### config.mk
export PLATFORM = sky130hd
export DESIGN_NAME = pdr_latch8
export DESIGN_NICKNAME = d
export VERILOG_FILES = /design/src/inc/pdr_pkg.sv /design/src/pdr_latch8.sv /design/src/pdr_sync.sv /design/src/pdr_edge.sv
export SDC_FILE = /design/constraint.sdc
export NUM_CORES = 1
export LEC_CHECK = 0
export ABC_AREA = 1
export BUFFER_PORTS_ARGS = -buffer_cell sky130_fd_sc_hd__buf_2
export CAP_MARGIN = 20
export CORE_MARGIN = 5
export CORE_UTILIZATION = 45
export DETAILED_ROUTE_END_ITERATION = 12
export PLACE_DENSITY = 0.7
export SETUP_SLACK_MARGIN = 0.2
export SLEW_MARGIN = 10
export SYNTH_ARGS = -nofsm -noshare
export SYNTH_HDL_FRONTEND = slang
export SYNTH_HIERARCHICAL = 1
export SYNTH_SLANG_ARGS = --single-unit
### constraint.sdc
create_clock -name clk -period 0.85 [get_ports clk]
set_input_delay 0.1275 -clock clk [delete_from_list [all_inputs] [get_ports clk]]
set_output_delay 0.1275 -clock clk [all_outputs]
set_load 0.01 [all_outputs]
### src/inc/pdr_pkg.sv
// shared widths, reset values and state types of the power driver latch
`default_nettype none

package pdr_pkg;

   // width of the shift and storage registers
   localparam int unsigned PDR_WIDTH = 8;
   // index of the last shift stage, feeding the cascade pin
   localparam int unsigned PDR_LAST = PDR_WIDTH - 1;

   // all bits clear, used for both registers after a clear
   localparam logic [PDR_WIDTH-1:0] PDR_ZERO_BITS = 8'h00;
   // all open-drain enables high: every output switched off
   localparam logic [PDR_WIDTH-1:0] PDR_ALL_OFF = 8'hff;
   // level driven on an open-drain pin when it is switched on
   localparam logic [PDR_WIDTH-1:0] PDR_PULL_LOW = 8'h00;

   // raw pin levels that belong together, sampled as one group
   typedef struct packed {
      logic serial_data; // serial data input
      logic shift_clk;   // shift register clock
      logic store_clk;   // storage register clock
      logic clear_n;     // master clear, active low
      logic out_en_n;    // output enable, active low
   } pdr_pins_t;

   // idle pin levels assumed while srst is high
   localparam pdr_pins_t PDR_PINS_RST = '{
      serial_data: 1'h0,
      shift_clk: 1'h0,
      store_clk: 1'h0,
      clear_n: 1'h1,
      out_en_n: 1'h1
   };

   // state of the two-stage pin synchroniser
   typedef struct packed {
      pdr_pins_t s1; // first stage, read by s2 only
      pdr_pins_t s2; // second stage, safe to use
   } pdr_sync_st_t;

   localparam pdr_sync_st_t PDR_SYNC_RST = '{s1: PDR_PINS_RST, s2: PDR_PINS_RST};

   // state of one rising-edge finder
   typedef struct packed {
      logic prev; // level seen one cycle earlier
   } pdr_edge_st_t;

   localparam pdr_edge_st_t PDR_EDGE_RST = '{prev: 1'h0};

   // whole state of the latch core
   typedef struct packed {
      logic [PDR_WIDTH-1:0] shift;   // serial shift register
      logic [PDR_WIDTH-1:0] store;   // parallel storage register
      logic cascade;                 // serial cascade pin level
      logic [PDR_WIDTH-1:0] drive_n; // open-drain enables, low = on
      logic [PDR_WIDTH-1:0] level;   // open-drain pin levels
   } pdr_core_st_t;

   localparam pdr_core_st_t PDR_CORE_RST = '{
      shift: PDR_ZERO_BITS,
      store: PDR_ZERO_BITS,
      cascade: 1'h0,
      drive_n: PDR_ALL_OFF,
      level: PDR_PULL_LOW
   };

endpackage

`default_nettype wire

### src/pdr_latch8.sv
// eight-bit serial-in latch with storage register and open-drain outputs
// Notes on behaviour
// - eight-stage shift register plus equal storage register
// - shift and storage use independent clocks
// - low master clear empties both registers
// - shift clock rise moves bits, takes serial input
// - storage clock rise copies whole shift register
// - cascade output follows shift clock and master clear only
// - cascade carries last stage for chaining
// - tied clocks: storage lags shift by one
// - enable low: outputs follow storage bits
// - enable high: all outputs off
// - enable changes never touch either register
`timescale 1ns/1ps
`default_nettype none

module pdr_latch8 (
   // clock and reset
   input wire logic clk,
   input wire logic srst,
   // serial side, from the host
   input wire logic serial_data_in,
   input wire logic shift_clock,
   input wire logic storage_clock,
   input wire logic master_clear_n,
   input wire logic output_enable_n,
   // serial cascade towards the next device
   output logic serial_cascade_out,
   // open-drain parallel outputs
   input wire logic [pdr_pkg::PDR_WIDTH-1:0] parallel_outputs_in,
   output logic [pdr_pkg::PDR_WIDTH-1:0] parallel_outputs_out,
   output logic [pdr_pkg::PDR_WIDTH-1:0] parallel_outputs_oe_n
);
   import pdr_pkg::*;

   // raw pins gathered into one group
   pdr_pins_t pins_raw;
   // pins after the synchroniser
   pdr_pins_t pins;
   // one-cycle pulse on a shift clock rise
   logic shift_rise;
   // one-cycle pulse on a storage clock rise
   logic store_rise;
   // core state and its next value
   pdr_core_st_t st_reg;
   pdr_core_st_t st_next;
   // clear is not asserted on the synchronised pin
   logic run_ok;

   // group the asynchronous pins so they cross together
   always_comb begin
      pins_raw = PDR_PINS_RST;
      pins_raw.serial_data = serial_data_in;
      pins_raw.shift_clk = shift_clock;
      pins_raw.store_clk = storage_clock;
      pins_raw.clear_n = master_clear_n;
      pins_raw.out_en_n = output_enable_n;
   end

   // every pin passes two flip-flops before use
   pdr_sync u_sync (
      .clk(clk),
      .srst(srst),
      .pins_raw(pins_raw),
      .pins_safe(pins)
   );

   // edge finder on the shift clock
   pdr_edge u_shift_edge (
      .clk(clk),
      .srst(srst),
      .level(pins.shift_clk),
      .rise(shift_rise)
   );

   // separate edge finder on the storage clock
   pdr_edge u_store_edge (
      .clk(clk),
      .srst(srst),
      .level(pins.store_clk),
      .rise(store_rise)
   );

   // synchronised clear pin; low stops every register update
   assign run_ok = pins.clear_n;

   // next state of both registers and of all pins
   always_comb begin
      st_next = st_reg;
      // open-drain pins only ever pull low
      st_next.level = PDR_PULL_LOW;
      if (!run_ok) begin
         // clear holds both registers empty, clocks ignored
         st_next.shift = PDR_ZERO_BITS;
         st_next.store = PDR_ZERO_BITS;
      end else begin
         // shift register moves on its own clock
         if (shift_rise) begin
            st_next.shift = {st_reg.shift[PDR_LAST-1:0], pins.serial_data};
         end
         // storage copies the old shift contents
         if (store_rise) begin
            st_next.store = st_reg.shift;
         end
      end
      // cascade pin shows the last stage
      st_next.cascade = st_next.shift[PDR_LAST];
      // enable high switches every output off
      if (pins.out_en_n) begin
         st_next.drive_n = PDR_ALL_OFF;
      end else begin
         // a stored one switches its output on
         st_next.drive_n = ~st_next.store;
      end
   end

   // register the core; the enable pin never enters shift or store
   always_ff @(posedge clk) begin
      if (srst) begin
         st_reg <= PDR_CORE_RST;
      end else begin
         st_reg <= st_next;
      end
   end

   // pins come straight from flip-flops
   assign serial_cascade_out = st_reg.cascade;
   assign parallel_outputs_out = st_reg.level;
   assign parallel_outputs_oe_n = st_reg.drive_n;

   // pin readback is not needed by the latch itself
   logic [PDR_WIDTH-1:0] pin_readback;
   assign pin_readback = parallel_outputs_in;

   // checks on the core, all on clk

   // both registers are emptied while clear is low
   a_clear_both:
   assert property (@(posedge clk) disable iff (srst)
      !run_ok |=> (st_reg.shift == PDR_ZERO_BITS) && (st_reg.store == PDR_ZERO_BITS))
   else $error("clear did not empty both registers");

   // a shift edge moves the bits and takes the serial input
   a_shift_moves:
   assert property (@(posedge clk) disable iff (srst)
      (run_ok && shift_rise)
      |=> st_reg.shift == {$past(st_reg.shift[PDR_LAST-1:0]), $past(pins.serial_data)})
   else $error("shift edge did not move the shift register");

   // shift register holds when only the storage clock is active
   a_shift_holds:
   assert property (@(posedge clk) disable iff (srst)
      (run_ok && !shift_rise) |=> $stable(st_reg.shift))
   else $error("shift register changed without a shift edge");

   // a storage edge copies all eight bits at once
   a_store_copy:
   assert property (@(posedge clk) disable iff (srst)
      (run_ok && store_rise) |=> st_reg.store == $past(st_reg.shift))
   else $error("storage edge did not copy the shift register");

   // with tied clocks storage lags the shift register by one edge
   a_tied_clocks:
   assert property (@(posedge clk) disable iff (srst)
      (run_ok && shift_rise && store_rise)
      |=> (st_reg.store == $past(st_reg.shift))
          && (st_reg.shift[PDR_LAST:1] == st_reg.store[PDR_LAST-1:0]))
   else $error("tied clocks did not leave storage one edge behind");

   // outside a clear the cascade pin moves only on a shift edge, to the old stage six
   a_cascade_step:
   assert property (@(posedge clk) disable iff (srst)
      (run_ok && shift_rise) |=> serial_cascade_out == $past(st_reg.shift[PDR_LAST-1]))
   else $error("cascade did not take the next stage on a shift edge");

   // the cascade pin stays put between shift edges
   a_cascade_hold:
   assert property (@(posedge clk) disable iff (srst)
      (run_ok && !shift_rise) |=> $stable(serial_cascade_out))
   else $error("cascade changed without a shift edge");

   // enable high turns every output off within one cycle
   a_outputs_off:
   assert property (@(posedge clk) disable iff (srst)
      pins.out_en_n |=> parallel_outputs_oe_n == PDR_ALL_OFF)
   else $error("outputs not off while enable is high");

   // enable low maps each stored one to a driven output
   a_outputs_map:
   assert property (@(posedge clk) disable iff (srst)
      !pins.out_en_n |=> parallel_outputs_oe_n == ~st_reg.store)
   else $error("outputs do not follow the storage register");

   // a driven open-drain pin always pulls low
   a_pull_low:
   assert property (@(posedge clk) disable iff (srst)
      (parallel_outputs_oe_n != PDR_ALL_OFF) |-> parallel_outputs_out == PDR_PULL_LOW)
   else $error("open-drain output driven high");

   // toggling the enable leaves both registers alone
   a_enable_quiet:
   assert property (@(posedge clk) disable iff (srst)
      ($changed(pins.out_en_n) && run_ok && !shift_rise && !store_rise)
      |=> $stable(st_reg.shift) && $stable(st_reg.store))
   else $error("enable change disturbed a register");

   // the storage register changes only on a storage edge or a clear
   a_store_holds:
   assert property (@(posedge clk) disable iff (srst)
      (run_ok && !store_rise) |=> $stable(st_reg.store))
   else $error("storage register changed without a storage edge");

   // clear also empties the cascade pin
   a_clear_cascade:
   assert property (@(posedge clk) disable iff (srst)
      !run_ok |=> !serial_cascade_out)
   else $error("clear left the cascade pin high");

   // the cascade pin always mirrors the last shift stage
   a_cascade_last:
   assert property (@(posedge clk) disable iff (srst)
      serial_cascade_out == st_reg.shift[PDR_LAST])
   else $error("cascade pin differs from the last shift stage");

   // a lone shift edge leaves the storage register alone
   a_store_apart:
   assert property (@(posedge clk) disable iff (srst)
      (run_ok && shift_rise && !store_rise)
      |=> $stable(st_reg.store))
   else $error("shift edge alone changed the storage register");

   // a lone storage edge leaves the shift register alone
   a_shift_apart:
   assert property (@(posedge clk) disable iff (srst)
      (run_ok && store_rise && !shift_rise)
      |=> $stable(st_reg.shift))
   else $error("storage edge alone changed the shift register");

   // clock edges during a clear are swallowed
   a_clear_blocks:
   assert property (@(posedge clk) disable iff (srst)
      (!run_ok && (shift_rise || store_rise))
      |=> (st_reg.shift == PDR_ZERO_BITS) && (st_reg.store == PDR_ZERO_BITS))
   else $error("clock edge acted while clear was low");

   // an emptied storage register switches every output off
   a_clear_outputs:
   assert property (@(posedge clk) disable iff (srst)
      !run_ok |=> parallel_outputs_oe_n == PDR_ALL_OFF)
   else $error("output still driven during clear");

   // with outputs off a storage edge still loads, but nothing is driven
   a_off_loads:
   assert property (@(posedge clk) disable iff (srst)
      (pins.out_en_n && run_ok && store_rise)
      |=> (parallel_outputs_oe_n == PDR_ALL_OFF) && (st_reg.store == $past(st_reg.shift)))
   else $error("storage edge with outputs off misbehaved");

   // an output is driven only for a stored one
   a_drive_ones:
   assert property (@(posedge clk) disable iff (srst)
      (~parallel_outputs_oe_n & ~st_reg.store) == PDR_ZERO_BITS)
   else $error("output driven for a stored zero");

   // outputs hold while enable and storage are both quiet
   a_outputs_hold:
   assert property (@(posedge clk) disable iff (srst)
      (run_ok && !store_rise && $stable(pins.out_en_n))
      |=> $stable(parallel_outputs_oe_n))
   else $error("outputs changed with enable and storage quiet");

   // a shift clock rise lasts exactly one cycle
   a_shift_pulse:
   assert property (@(posedge clk) disable iff (srst)
      shift_rise |=> !shift_rise)
   else $error("shift edge pulse longer than one cycle");

   // a storage clock rise lasts exactly one cycle
   a_store_pulse:
   assert property (@(posedge clk) disable iff (srst)
      store_rise |=> !store_rise)
   else $error("storage edge pulse longer than one cycle");

   // the first stage takes the serial input on a shift edge
   a_first_stage:
   assert property (@(posedge clk) disable iff (srst)
      (run_ok && shift_rise) |=> st_reg.shift[0] == $past(pins.serial_data))
   else $error("first stage missed the serial input");

   // with tied clocks the cascade pin leads the top storage bit by one stage
   a_tied_cascade:
   assert property (@(posedge clk) disable iff (srst)
      (run_ok && shift_rise && store_rise)
      |=> serial_cascade_out == st_reg.store[PDR_LAST-1])
   else $error("tied clocks put the cascade pin out of step");

   // enable changes never touch the cascade pin
   a_enable_cascade:
   assert property (@(posedge clk) disable iff (srst)
      ($changed(pins.out_en_n) && run_ok && !shift_rise) |=> $stable(serial_cascade_out))
   else $error("enable change disturbed the cascade pin");

endmodule

`default_nettype wire

### src/pdr_sync.sv
// two flip-flop synchroniser for the group of control pins
`timescale 1ns/1ps
`default_nettype none

module pdr_sync (
   // clock and reset
   input wire logic clk,
   input wire logic srst,
   // raw pin group from outside the clock domain
   input wire pdr_pkg::pdr_pins_t pins_raw,
   // same group after two flip-flops
   output var pdr_pkg::pdr_pins_t pins_safe
);
   import pdr_pkg::*;

   pdr_sync_st_t st_reg; // current stages
   pdr_sync_st_t st_next; // next stages

   // stage one takes the pins, stage two takes stage one only
   always_comb begin
      st_next = st_reg;
      st_next.s1 = pins_raw;
      st_next.s2 = st_reg.s1;
   end

   // register the stages, idle levels under reset
   always_ff @(posedge clk) begin
      if (srst) begin
         st_reg <= PDR_SYNC_RST;
      end else begin
         st_reg <= st_next;
      end
   end

   // only the second stage leaves the module
   assign pins_safe = st_reg.s2;

endmodule

`default_nettype wire

### src/pdr_edge.sv
// rising edge finder for one synchronised clock pin
`timescale 1ns/1ps
`default_nettype none

module pdr_edge (
   // clock and reset
   input wire logic clk,
   input wire logic srst,
   // synchronised level to watch
   input wire logic level,
   // one-cycle pulse on a low-to-high change
   output logic rise
);
   import pdr_pkg::*;

   pdr_edge_st_t st_reg; // previous level
   pdr_edge_st_t st_next; // next previous level

   // remember the level for the next cycle
   always_comb begin
      st_next = st_reg;
      st_next.prev = level;
   end

   // register the history, low under reset
   always_ff @(posedge clk) begin
      if (srst) begin
         st_reg <= PDR_EDGE_RST;
      end else begin
         st_reg <= st_next;
      end
   end

   // high now, low one cycle ago
   assign rise = level & ~st_reg.prev;

endmodule

`default_nettype wire

======== Yosys cells after proc, flatten, opt, wreduce, memory -nomap -nowiden ========
Index checks and enable logic that the tools add are counted.
storage, ports and cells
  register bits after elaboration ......... 44
  input port bits ......................... 15
  output and inout bits ................... 17
  logic and storage cells ................. 28
operators by class
  muxes and demuxes ....................... 3
  bitwise gates (word level) .............. 6
  reduce and logical (&&, ||, !) cells .... 2
operators with widths
  kind                count
  16-bit 2-to-1 mux   1
  8-bit 2-to-1 mux    2
  8-bit NOT           1
  2-bit OR reduction  2
  1-bit NOT           3
  1-bit AND           2

======== Longest topological paths before layout ========
  word-level depth ........................ 5
  gate-level depth with buffers ........... 7
  gate-level depth less buffers ........... 6

======== By module ========
Netlist, hierarchy kept.
by module, submodules not included
  module      times used  cells an instance  area an instance (sq um)  sequential area each (sq um)
  pdr_latch8  1           131                1082.3                    480.5
  pdr_sync    1           31                 279.0                     200.2
  pdr_edge    2           4                  31.3                      20.0

======== Worst setup path before layout ========
Ideal clock, no wire load.
  kind .................................... reg2reg
  start point ............................. register u_sync.st_reg, in the netlist u_sync/pins_safe[2]
  end point ............................... register st_reg, in the netlist parallel_outputs_oe_n[5]
  library setup time ...................... 0.128 ns
  data arrival time ....................... 0.756 ns
  data required time ...................... 0.722 ns
  path slack .............................. -0.034 ns
  cell stages (with the launch flop) ...... 7
  path buffers ............................ 1
  clock period less this slack ............ 0.884 ns
  path through ............................ dfxtp_1 > inv_1 > nor2_1 > buf_6 > inv_8 > nand2_2 > nand4_1
on the way
  word-level cells in the longest chain between the ends .. 4
ends and longest elaborated chain
  item                      line               source
  start: declaration        pdr_sync.sv:16     pdr_sync_st_t st_reg;
  start signal: assignment  pdr_sync.sv:31     st_reg <= st_next;
  1-bit AND                 pdr_edge.sv:35     assign rise = level & ~st_reg.prev;
  named net store_rise      pdr_latch8.sv:43   logic store_rise;
  8-bit 2-to-1 mux          pdr_latch8.sv:102  if (store_rise) begin
  16-bit 2-to-1 mux         pdr_latch8.sv:92   if (!run_ok) begin
  8-bit NOT                 pdr_latch8.sv:113  st_next.drive_n = ~st_next.store;
  end signal: assignment    pdr_latch8.sv:122  st_reg <= st_next;
  end: declaration          pdr_latch8.sv:45   pdr_core_st_t st_reg;
The timed path passes the listed nets, and every way through them passes these cells.
A chain may end at the register's enable or synchronous reset.

======== Worst setup path after layout ========
  start point ............................. register u_sync.st_reg, in the netlist u_sync/pins_safe[2]
  end point ............................... register st_reg[21] in the netlist's numbering
on the way
  word-level cells in the longest chain between the ends .. 3
ends and longest elaborated chain
  item                  line
  1-bit AND             pdr_edge.sv:35
  named net store_rise  pdr_latch8.sv:43
  8-bit 2-to-1 mux      pdr_latch8.sv:102
  16-bit 2-to-1 mux     pdr_latch8.sv:92
The timed path passes the listed nets, and every way through them passes these cells.

==> impl_metrics.toml <==
[cells_and_area]
utilization_pct = 58.40
final_cell_mix = "32 x dfxtp_1, 26 x inv_1, 20 x nand2_1, 14 x buf_2, 13 x nor2_1"
final_layout_size_suffix_gt1_share_pct = 40.51
largest_reg_flops = 16
nets = 209
areaGrowthSynthToFinish_pct = 25.22
n_antenna_cell = 0
stdcell_count = 239
stdcell_area_um2 = 1783
final_common_cell = "dfxtp_1"

[sta]
rsz0062_at_grt = "true"
fin_hold_ws_ns = 0.08230
final.setup.tns_ns = -2.383
post-route-period-util_pct = 111.8
setup_viol = 33
finClkSkew_ns = 0.004468
period_needed_ns = 0.9502
fin_ws_ns = -0.1002
fmax_ghz = 1.052
hold_viol_final = 0
slew_viol_final = 0

[place]
dp_hpwl_um = 1584
routabilityCongestion = 0.7518
io_buffers = 15
place_area_um2 = 1474
place_inst = 221

[setup_path]
crit_path_end_kind = "register"
crit_path_max_fanout = 8
required_ns = 1.13
crit_start = "u_sync/pins_safe[2]"
worstRegToRegCells = 7
cp-start-kind = "register"
r2r-start = "u_sync/pins_safe[2]"
critPathKind = "reg -> reg"
r2r-end = "st_reg[21]"
cp.arrival_ns = 1.23
ff2ff_setup_slack_ns = -0.10

[floorplanning]
num_rows = 20
die_w_um = 66.25
die_y_um = 66.25
coreArea_um2 = 3053
start_util_pct = 46.64
die_area_um2 = 4389
pin_count = 32

[pwr]
leakage_uw = 0.0007373
power_density_nw_per_um2 = 1673
ir_worst_vdd_mv = 1.132

[grt]
grt_pass1_vias = 1054
antenna_found_initial = 0
grt_util_all_layers_pct = 13.49
grt_start_max_net_pins = 18
grt_first_pass_wirelength_um = 4471
grt_overflow = 0

[routing]
wl_per_cell_um = 10.45
drt-initial-drc-count = 18
drtAntennaViolNets = 0
vias_per_cell = 4.326
drtPass1Iterations = 2
drcViolationCount = 0
wl_um = 2498
vias = 1034

[status]
outcome = "finished with violations"
violations = "setup timing"

[logic_synthesis]
ys_ff_latch = 36
ys_warn_count = 6
synth.avg_cell_area_um2 = 8.376
syn_inst = 170
synth.cell_area_um2 = 1424
yosysUniqueCellTypes = 17
ys_seq_area_share_pct = 50.62

[clock_network]
cts.sinks = 36
cts-root-buf = "clkbuf_4"
path_clk_slew_ns = 0.10
htreeDepth = 2
cts_max_path_buffers = 2
clock_latency_ns = 0.34
cts_made_buffers = 5
cts_tree = "yes"

[worst_hold_path]
min_path_cells = 2
worstHoldEndpoint = "u_sync/pins_safe[2]"
hold_class = "in -> reg"
hold_start = "srst"

[job]
cap_violations = 0
## through the flow
stage	setup slack (ns)	total power [uW]
4_1_cts	-0.1101	2998
5_1_grt	-0.1783	3139
6_report	-0.1002	2984
3_3_place_gp	-0.09996	1998
3_5_place_dp	-0.1060	2008
2_1_floorplan	-0.02800	1987
## how the worst max path moves through the flow
stage | to | depth (start not counted)
4_1_cts | st_reg[22] | 7
6_report | st_reg[21] | 7
3_3_place_gp | parallel_outputs_oe_n[6] | 6
2_1_floorplan | parallel_outputs_oe_n[1] | 6
3_5_place_dp | parallel_outputs_oe_n[5] | 6
5_1_grt | st_reg[18] | 7
## cells in the mapped netlist
| cell | n | area [um^2] |
|---|---|---|
| inv_8 | 1 | 11.26 |
| buf_6 | 5 | 56.30 |
| a21oi_1 | 8 | 40.04 |
| dfxtp_1 | 36 | 720.7 |
| nand2_4 | 2 | 22.52 |
| nand2_1 | 28 | 105.1 |
| nand4_1 | 8 | 50.05 |
| nand3_1 | 6 | 30.03 |
| nor2_2 | 2 | 12.51 |
| nor2_4 | 1 | 11.26 |
| buf_4 | 16 | 120.1 |
| conb_1 | 1 | 3.750 |
| inv_2 | 3 | 11.26 |
| nand2_2 | 7 | 43.79 |
| nand3_2 | 2 | 20.02 |
| nor2_1 | 16 | 60.06 |
| inv_1 | 28 | 105.1 |
## per-layer routing
metal,GRT usage [%],wire length (um)
met1,14.32,994
met3,5.782,152
met4,6.091,48
met5,0,0
met2,22.92,1302
## power by group
part,switching [uW],total [uW],internal (uW)
sequential,14.9,1750,1730
clock,534,942,408
combinational,177,296,119
total,725,2980,2260
## worst max-delay path, cell delays in order (launching register included)
cell,delay (ns)
dfxtp_2,0.33
inv_2,0.04
nor2_4,0.09
buf_6,0.14
inv_8,0.06
nand2_2,0.08
nand3_2,0.05
nor2_1,0.09
## layout make-up
| class | count | area, um^2 |
|---|---|---|
| Sequential cell | 36 | 725.7 |
| Fill cell | 302 | 1270 |
| Timing Repair Buffer | 31 | 245.2 |
| Clock buffer | 8 | 58.81 |
| Multi-Input combinational cell | 88 | 558.0 |
| Inverter | 32 | 140.1 |
| Tap cell | 44 | 55.05 |
## timing repair
| action | 4_1_cts | 5_1_grt |
|---|---|---|
| hold buffers | 5 | 0 |
| pin swaps | 9 | 6 |
| endpoints found under the hold margin | 5 | 0 |
| buffers inserted | 2 | 1 |
| setup endpoints to repair | 33 | 34 |
| cloned | 2 | 0 |
| gates resized for setup | 28 | 22 |
## cell families after synthesis
kind of cell    count (synthesis)  synth area share [%]
simple gates                   72                 24.96
buf+inv                        53                 21.35
flops                          36                 50.62
compound gates                  8                 2.812
other cells                     1                0.2634
Power figures use the tool's default switching activity.
